===== config.mk =====
export PLATFORM = sky130hd
export DESIGN_NAME = mie_irq_enable
export DESIGN_NICKNAME = d
export VERILOG_FILES = /design/src/mie_pkg.sv /design/src/mie_irq_enable.sv
export SDC_FILE = /design/constraint.sdc
export NUM_CORES = 1
export LEC_CHECK = 0
export BUFFER_PORTS_ARGS = -buffer_cell sky130_fd_sc_hd__buf_2
export CORE_MARGIN = 10
export CORE_UTILIZATION = 40
export DETAILED_ROUTE_END_ITERATION = 10
export PLACE_DENSITY = 0.76
export SLEW_MARGIN = 0
export SYNTH_ARGS = -nofsm -noshare
export SYNTH_HDL_FRONTEND = slang
export SYNTH_SLANG_ARGS = --single-unit

===== constraint.sdc =====
create_clock -name clock -period 2.8 [get_ports clock]
set_input_delay 0.28 -clock clock [delete_from_list [all_inputs] [get_ports clock]]
set_output_delay 0.28 -clock clock [all_outputs]
set_load 0.005 [all_outputs]

===== src/mie_pkg.sv =====
// Package with the register map, field positions and reset values.
package mie_pkg;

   // Register byte offsets on the AXI4-Lite slave.
   localparam logic [7:0] ADDR_ENABLE = 8'h00;
   localparam logic [7:0] ADDR_STATUS = 8'h04;
   localparam int ADDR_W = 8;
   localparam int DATA_W = 32;
   localparam int ADDR_LSB = 2;

   // Field positions shared by the enable and status registers.
   localparam int BIT_TX_UNDERFLOW = 17;
   localparam int BIT_TX_MASTER = 16;
   localparam int BIT_CTRL_FRAME = 14;
   localparam int BIT_RX_BUS_ERROR = 11;

   // Event sources that set sticky flags, in this order.
   localparam int NUM_FLAGS = 3;
   localparam int FLAG_TX_UNDERFLOW = 0;
   localparam int FLAG_CTRL_FRAME = 1;
   localparam int FLAG_RX_BUS_ERROR = 2;
   localparam int FLAG_BIT [0:NUM_FLAGS-1] = '{
      BIT_TX_UNDERFLOW, BIT_CTRL_FRAME, BIT_RX_BUS_ERROR};

   // Writable bits of the enable register; the rest read as zero.
   localparam logic [31:0] ENABLE_MASK = 32'h0003_4800;
   localparam logic [31:0] ENABLE_RESET = 32'h0000_0000;
   localparam logic [NUM_FLAGS-1:0] FLAGS_RESET = 3'h0;

   // AXI response codes.
   localparam logic [1:0] RESP_OKAY = 2'h0;
   localparam logic [1:0] RESP_SLVERR = 2'h2;

endpackage


===== src/mie_irq_enable.sv =====
// Interrupt enable and masking block with its AXI4-Lite register slave.
`timescale 1ns/1ps

// Notes on behaviour
// - Underflow flag reaches Tx only with both enables.
// - Tx line follows master enable and summary flag.
// - Master enable low keeps Tx line low.
// - Control frame flag gated by bit 14, master.
// - Bus error flag gated by bit 11, master.
module mie_irq_enable (
   // Clock and reset
   input wire logic clock,
   input wire logic sys_rst,
   // AXI4-Lite write address channel
   input wire logic [7:0] s_axi_awaddr,
   input wire logic s_axi_awvalid,
   output logic s_axi_awready,
   // AXI4-Lite write data channel
   input wire logic [31:0] s_axi_wdata,
   input wire logic [3:0] s_axi_wstrb,
   input wire logic s_axi_wvalid,
   output logic s_axi_wready,
   // AXI4-Lite write response channel
   output logic [1:0] s_axi_bresp,
   output logic s_axi_bvalid,
   input wire logic s_axi_bready,
   // AXI4-Lite read address channel
   input wire logic [7:0] s_axi_araddr,
   input wire logic s_axi_arvalid,
   output logic s_axi_arready,
   // AXI4-Lite read data channel
   output logic [31:0] s_axi_rdata,
   output logic [1:0] s_axi_rresp,
   output logic s_axi_rvalid,
   input wire logic s_axi_rready,
   // Event pulses from the MAC datapath
   input wire logic tx_underflow_event,
   input wire logic ctrl_frame_event,
   input wire logic rx_bus_error_event,
   // Interrupt lines to the CPU
   output logic tx_irq,
   output logic rx_irq
);

   ////////////////////////////////////////////////////////////////////////
   // Register bus state.
   logic awready_q, awready_d;
   logic wready_q, wready_d;
   logic aw_have_q, aw_have_d;
   logic w_have_q, w_have_d;
   logic [7:0] awaddr_q, awaddr_d;
   logic [31:0] wdata_q, wdata_d;
   logic [3:0] wstrb_q, wstrb_d;
   logic bvalid_q, bvalid_d;
   logic [1:0] bresp_q, bresp_d;
   logic arready_q, arready_d;
   logic rvalid_q, rvalid_d;
   logic [31:0] rdata_q, rdata_d;
   logic [1:0] rresp_q, rresp_d;

   // Register contents and interrupt lines.
   logic [31:0] enable_q, enable_d;
   logic [mie_pkg::NUM_FLAGS-1:0] flags_q, flags_d;
   logic tx_irq_q, tx_irq_d;
   logic rx_irq_q, rx_irq_d;

   logic [mie_pkg::NUM_FLAGS-1:0] flag_event;
   logic [mie_pkg::NUM_FLAGS-1:0] flag_clear;
   logic [31:0] status_view;
   logic [31:0] byte_mask;
   logic do_write;
   logic tx_summary;

   assign flag_event[mie_pkg::FLAG_TX_UNDERFLOW] = tx_underflow_event;
   assign flag_event[mie_pkg::FLAG_CTRL_FRAME] = ctrl_frame_event;
   assign flag_event[mie_pkg::FLAG_RX_BUS_ERROR] = rx_bus_error_event;

   assign do_write = aw_have_q && w_have_q && !bvalid_q;
   assign byte_mask = {{8{wstrb_q[3]}}, {8{wstrb_q[2]}},
                       {8{wstrb_q[1]}}, {8{wstrb_q[0]}}};

   ////////////////////////////////////////////////////////////////////////
   // Write channels: address and data are taken in either order.
   always_comb begin
      awready_d = awready_q;
      wready_d = wready_q;
      aw_have_d = aw_have_q;
      w_have_d = w_have_q;
      awaddr_d = awaddr_q;
      wdata_d = wdata_q;
      wstrb_d = wstrb_q;
      bvalid_d = bvalid_q;
      bresp_d = bresp_q;
      if (s_axi_awvalid && awready_q) begin
         aw_have_d = 1'b1;
         awaddr_d = s_axi_awaddr;
         awready_d = 1'b0;
      end
      if (s_axi_wvalid && wready_q) begin
         w_have_d = 1'b1;
         wdata_d = s_axi_wdata;
         wstrb_d = s_axi_wstrb;
         wready_d = 1'b0;
      end
      if (do_write) begin
         aw_have_d = 1'b0;
         w_have_d = 1'b0;
         bvalid_d = 1'b1;
         if (awaddr_q[7:mie_pkg::ADDR_LSB] ==
             mie_pkg::ADDR_ENABLE[7:mie_pkg::ADDR_LSB] ||
             awaddr_q[7:mie_pkg::ADDR_LSB] ==
             mie_pkg::ADDR_STATUS[7:mie_pkg::ADDR_LSB]) begin
            bresp_d = mie_pkg::RESP_OKAY;
         end else begin
            bresp_d = mie_pkg::RESP_SLVERR;
         end
      end
      if (bvalid_q && s_axi_bready) begin
         bvalid_d = 1'b0;
         awready_d = 1'b1;
         wready_d = 1'b1;
      end
   end

   always_ff @(posedge clock) begin
      if (sys_rst) begin
         awready_q <= 1'b1;
         wready_q <= 1'b1;
         aw_have_q <= 1'b0;
         w_have_q <= 1'b0;
         awaddr_q <= 8'h00;
         wdata_q <= 32'h0000_0000;
         wstrb_q <= 4'h0;
         bvalid_q <= 1'b0;
         bresp_q <= 2'h0;
      end else begin
         awready_q <= awready_d;
         wready_q <= wready_d;
         aw_have_q <= aw_have_d;
         w_have_q <= w_have_d;
         awaddr_q <= awaddr_d;
         wdata_q <= wdata_d;
         wstrb_q <= wstrb_d;
         bvalid_q <= bvalid_d;
         bresp_q <= bresp_d;
      end
   end

   ////////////////////////////////////////////////////////////////////////
   // Read channel: one read at a time, answered the cycle after taking.
   always_comb begin
      status_view = 32'h0000_0000;
      for (int i = 0; i < mie_pkg::NUM_FLAGS; i++) begin
         status_view[mie_pkg::FLAG_BIT[i]] = flags_q[i];
      end
      status_view[mie_pkg::BIT_TX_MASTER] = tx_summary;
      arready_d = arready_q;
      rvalid_d = rvalid_q;
      rdata_d = rdata_q;
      rresp_d = rresp_q;
      if (s_axi_arvalid && arready_q) begin
         arready_d = 1'b0;
         rvalid_d = 1'b1;
         rresp_d = mie_pkg::RESP_OKAY;
         if (s_axi_araddr[7:mie_pkg::ADDR_LSB] ==
             mie_pkg::ADDR_ENABLE[7:mie_pkg::ADDR_LSB]) begin
            rdata_d = enable_q;
         end else if (s_axi_araddr[7:mie_pkg::ADDR_LSB] ==
                      mie_pkg::ADDR_STATUS[7:mie_pkg::ADDR_LSB]) begin
            rdata_d = status_view;
         end else begin
            rdata_d = 32'h0000_0000;
            rresp_d = mie_pkg::RESP_SLVERR;
         end
      end
      if (rvalid_q && s_axi_rready) begin
         rvalid_d = 1'b0;
         arready_d = 1'b1;
      end
   end

   always_ff @(posedge clock) begin
      if (sys_rst) begin
         arready_q <= 1'b1;
         rvalid_q <= 1'b0;
         rdata_q <= 32'h0000_0000;
         rresp_q <= 2'h0;
      end else begin
         arready_q <= arready_d;
         rvalid_q <= rvalid_d;
         rdata_q <= rdata_d;
         rresp_q <= rresp_d;
      end
   end

   ////////////////////////////////////////////////////////////////////////
   // Enable register and sticky status flags.
   always_comb begin
      enable_d = enable_q;
      if (do_write && awaddr_q[7:mie_pkg::ADDR_LSB] ==
          mie_pkg::ADDR_ENABLE[7:mie_pkg::ADDR_LSB]) begin
         enable_d = ((enable_q & ~byte_mask) | (wdata_q & byte_mask))
                    & mie_pkg::ENABLE_MASK;
      end
   end

   // Writing one to a status bit clears it; a new event in the same cycle
   // wins, and the enables never stop a flag from being recorded.
   generate
      for (genvar g = 0; g < mie_pkg::NUM_FLAGS; g++) begin : g_flag
         assign flag_clear[g] = do_write &&
            awaddr_q[7:mie_pkg::ADDR_LSB] ==
            mie_pkg::ADDR_STATUS[7:mie_pkg::ADDR_LSB] &&
            wdata_q[mie_pkg::FLAG_BIT[g]] &&
            byte_mask[mie_pkg::FLAG_BIT[g]];
         assign flags_d[g] = flag_event[g] ||
            (flags_q[g] && !flag_clear[g]);
      end
   endgenerate

   always_ff @(posedge clock) begin
      if (sys_rst) begin
         enable_q <= mie_pkg::ENABLE_RESET;
         flags_q <= mie_pkg::FLAGS_RESET;
      end else begin
         enable_q <= enable_d;
         flags_q <= flags_d;
      end
   end

   ////////////////////////////////////////////////////////////////////////
   // Interrupt lines. The receive sources are gated by the transmit
   // master enable, as the register map defines them.
   assign tx_summary = flags_q[mie_pkg::FLAG_TX_UNDERFLOW] &&
                       enable_q[mie_pkg::BIT_TX_UNDERFLOW];

   always_comb begin
      tx_irq_d = enable_q[mie_pkg::BIT_TX_MASTER] && tx_summary;
      rx_irq_d = enable_q[mie_pkg::BIT_TX_MASTER] &&
         ((flags_q[mie_pkg::FLAG_CTRL_FRAME] &&
           enable_q[mie_pkg::BIT_CTRL_FRAME]) ||
          (flags_q[mie_pkg::FLAG_RX_BUS_ERROR] &&
           enable_q[mie_pkg::BIT_RX_BUS_ERROR]));
   end

   always_ff @(posedge clock) begin
      if (sys_rst) begin
         tx_irq_q <= 1'b0;
         rx_irq_q <= 1'b0;
      end else begin
         tx_irq_q <= tx_irq_d;
         rx_irq_q <= rx_irq_d;
      end
   end

   assign s_axi_awready = awready_q;
   assign s_axi_wready = wready_q;
   assign s_axi_bvalid = bvalid_q;
   assign s_axi_bresp = bresp_q;
   assign s_axi_arready = arready_q;
   assign s_axi_rvalid = rvalid_q;
   assign s_axi_rdata = rdata_q;
   assign s_axi_rresp = rresp_q;
   assign tx_irq = tx_irq_q;
   assign rx_irq = rx_irq_q;

   ////////////////////////////////////////////////////////////////////////
   // Checks.
   property p_tx_underflow_masked;
      @(posedge clock) disable iff (sys_rst)
      !enable_q[mie_pkg::BIT_TX_UNDERFLOW] |=> !tx_irq_q;
   endproperty
   a_tx_underflow_masked: assert property (p_tx_underflow_masked)
      else $error("Tx line rose with underflow enable low.");

   property p_tx_follows_summary;
      @(posedge clock) disable iff (sys_rst)
      (enable_q[mie_pkg::BIT_TX_MASTER] && tx_summary) ##1
      (enable_q[mie_pkg::BIT_TX_MASTER] && tx_summary) |-> tx_irq_q [*1];
   endproperty
   a_tx_follows_summary: assert property (p_tx_follows_summary)
      else $error("Tx line low with master enable and summary set.");

   property p_master_off_quiet;
      @(posedge clock) disable iff (sys_rst)
      !enable_q[mie_pkg::BIT_TX_MASTER] |=> (!tx_irq_q && !rx_irq_q);
   endproperty
   a_master_off_quiet: assert property (p_master_off_quiet)
      else $error("Interrupt line rose with master enable low.");

   property p_ctrl_frame_raises_rx;
      @(posedge clock) disable iff (sys_rst)
      (flags_q[mie_pkg::FLAG_CTRL_FRAME] &&
       enable_q[mie_pkg::BIT_CTRL_FRAME] &&
       enable_q[mie_pkg::BIT_TX_MASTER]) |=> rx_irq_q;
   endproperty
   a_ctrl_frame_raises_rx: assert property (p_ctrl_frame_raises_rx)
      else $error("Control frame flag did not raise Rx line.");

   property p_rx_masked;
      @(posedge clock) disable iff (sys_rst)
      !(flags_q[mie_pkg::FLAG_CTRL_FRAME] &&
        enable_q[mie_pkg::BIT_CTRL_FRAME]) &&
      !(flags_q[mie_pkg::FLAG_RX_BUS_ERROR] &&
        enable_q[mie_pkg::BIT_RX_BUS_ERROR]) |=> !rx_irq_q;
   endproperty
   a_rx_masked: assert property (p_rx_masked)
      else $error("Rx line rose with no enabled receive flag.");

   property p_bus_error_raises_rx;
      @(posedge clock) disable iff (sys_rst)
      (flags_q[mie_pkg::FLAG_RX_BUS_ERROR] &&
       enable_q[mie_pkg::BIT_RX_BUS_ERROR] &&
       enable_q[mie_pkg::BIT_TX_MASTER]) |=> rx_irq_q;
   endproperty
   a_bus_error_raises_rx: assert property (p_bus_error_raises_rx)
      else $error("Bus error flag did not raise Rx line.");

   property p_event_recorded;
      @(posedge clock) disable iff (sys_rst)
      rx_bus_error_event && !enable_q[mie_pkg::BIT_RX_BUS_ERROR]
      |=> status_view[mie_pkg::BIT_RX_BUS_ERROR];
   endproperty
   a_event_recorded: assert property (p_event_recorded)
      else $error("Masked bus error event was not recorded.");

   property p_write_answered;
      @(posedge clock) disable iff (sys_rst)
      $rose(aw_have_q && w_have_q) |-> ##[0:1] s_axi_bvalid;
   endproperty
   a_write_answered: assert property (p_write_answered)
      else $error("Write response late.");

endmodule


==> flow_metrics.tcl <==
set metrics [dict create \
    status "completed" \
    vdd_drop_max_uv 262 \
    grt_pass1_wl_mm 5.60 \
    cts.reportedPaths.clkPinSlew_ns 0.07 \
    fill_cells 422 \
    synth_cell_types 29 \
    rows 23 \
    hold_class "in -> reg" \
    setup_ws_ns 1.52 \
    pwr_density_cell_nw_per_um2 575 \
    ys_top_cells_by_count "34 x dfxtp_1, 30 x buf_4, 23 x nand2_1" \
    synth_most_common_cell "dfxtp_1" \
    top_usage_layer "met2" \
    syn-mean-instance-area_sq_um 8.66 \
    cts_buffers 5 \
    post-place-ws_ns 1.52 \
    maxSlewHeadroom_pct 62.4 \
    portBuffers 40 \
    end_kind "flop" \
    dp_cells 267 \
    wl_mm 3.45 \
    synth_edf_count 0 \
    start_util_pct 40.9 \
    finalHoldViolations 0 \
    instances_no_fill 275 \
    synth_flop_cell "dfxtp_1" \
    critPathLaunchType "flop" \
    slew_violations 0 \
    core_area_sq_um 3940 \
    htreeDepth 2 \
    clk_path_buf_depth 2 \
    total_power_mw 1.06 \
    setup_viol 0 \
    tns_ns 0 \
    grt.met1_usage_pct 10.6 \
    dr_total_vias 1238 \
    yosysTopAreaCell "dfxtp_1" \
    die_area_sq_um 6970 \
    crit_type "reg -> reg" \
    syn_to_final_growth_pct 13.9 \
    n_antenna_cell 0 \
    tightest_slew_ns 0.565 \
    met2_usage_pct 15.2 \
    syn_inst 186 \
    cts_tree "done" \
    grt_pass1_vias 1273 \
    synth_top_cell_area_share_pct 42.2 \
    cp_max_fo 4 \
    grt_max_degree 36 \
    grtUsageMet3_pct 4.69 \
    clock_latency_ns 0.28 \
    io_pins 105 \
    ys_seq_area_share_pct 42.2 \
    r2r_start "awaddr_q[6]" \
    post-route-drc-count 0 \
    synth.cell_area_sq_um 1610 \
    drtPass1Iterations 5 \
    slowest_delay_ns 0.37 \
    final_nets 286 \
    synth_area_leaders "dfxtp_1 42%, buf_4 14%, a21oi_1 6.8%" \
    grt.overflow.total 0 \
    cp.required_ns 2.97 \
    routabilityCongestion 0.745 \
    antenna_found_initial 0 \
    crit_slowest_cell "nor4_4" \
    cts_resized 0 \
    dp_hpwl_mm 2.68 \
    hold_start "s_axi_rready" \
    max_cap_violations 0 \
    cts.sinks 34 \
    cp.arrival_ns 1.45 \
    p_leak_nw 0.835 \
    yosysWarnings 0 \
    drtAntennaViolNets 0 \
    cts_setup_buffers 0 \
    grtUsageTotal_pct 9.48 \
    wl_per_cell_um 12.5 \
    die_h_um 83.5 \
    period_share_pct 45.7 \
    ys_ff_latch 34 \
    fin_worst_skew_ns 0.00277 \
    cts_root_buf "clkbuf_8" \
    dr.first_iter.drc_count 40 \
    drive_gt1_share_pct 24.9 \
    startpoint "awaddr_q[6]" \
    rsz0062_at_grt "false" \
    fmax_mhz 781 \
    cts_hold_buf 0 \
    whs_ns 0.236 \
    die_w_um 83.5 \
    crit_chain "nor4_4, nand3_2, o31a_1" \
    async_flop_share_pct 0 \
    viasPerCell 4.50 \
    fin_crit_ns 1.28 \
]
[layer usage]
metal  wire [um]  vias to the layer above
li1            -                      648
met1        1560                      548
met2        1620                       39
met3         230                        3
met4          39                        0
met5           0                        -
[worst paths after layout]
| path | slack [ns] | cells past startpoint | endpoint |
|---|---|---|---|
| hold / removal | 0.24 | 2 | s_axi_arready |
| setup / recovery | 1.52 | 3 | flags_q[0] |
| hold reg to reg | 0.45 | 2 | s_axi_rdata[11] |
| setup reg to reg | 1.52 | 3 | flags_q[0] |
[worst max-delay path: cells and delay by family (launching register included)]
family             cells  cell delay [ns]
DFF                    1             0.33
and+or+nand+nor        2             0.54
AOI/OAI and AO/OA      1             0.30
[layout by cell type (no fill, tap or decap)]
cell	count
nand2b_1	8
nand3_1	12
mux2_2	4
nor2b_1	1
nand3_2	1
buf_2	40
nor3_1	2
clkbuf_8	8
a21oi_1	22
nand4b_1	5
o21ai_0	2
o31a_1	3
a21o_1	1
conb_1	30
and3b_1	1
inv_1	5
a22oi_1	1
nand2_1	23
a211oi_1	1
nor4_4	2
nor2_1	11
dfxtp_1	34
mux2i_1	4
nor4_1	1
a311oi_1	1
and4bb_2	1
a221o_1	1
[cell type report]
| class | instances | area (sq um) | area share, % |
|---|---|---|---|
| Inverter | 5 | 18.8 | 1.02 |
| Tap cell | 50 | 62.6 | 3.41 |
| Timing Repair Buffer | 40 | 200 | 10.9 |
| Sequential cell | 34 | 681 | 37.1 |
| Clock buffer | 8 | 110 | 6.00 |
| Multi-Input combinational cell | 138 | 763 | 41.6 |
[stage by stage]
step / utilization [%] / instance area, sq um
after CTS: 46.6 / 1840
after global routing: 46.6 / 1840
after floorplan: - / 1720
after global placement: 43.8 / 1730
after detailed placement: 43.8 / 1730
final: 46.6 / 1840
[report_power, final]
part | total [mW] | internal [mW] | leakage [nW] | switching [mW]
logic | 0.109 | 0.0490 | 0.498 | 0.0605
registers | 0.528 | 0.507 | 0.279 | 0.0210
clock network | 0.418 | 0.248 | 0.0575 | 0.170
[cell families (layout without fill, tap and decap cells)]
logic type	Yosys count	in the layout	synth area share, %
simple gates	68	68	23.4
buf+inv	43	53	17.2
flops	34	34	42.2
compound gates	32	32	11.6
mux	8	8	5.28
other cells	1	30	0.233
No activity file was read; power rests on OpenSTA's default activity.
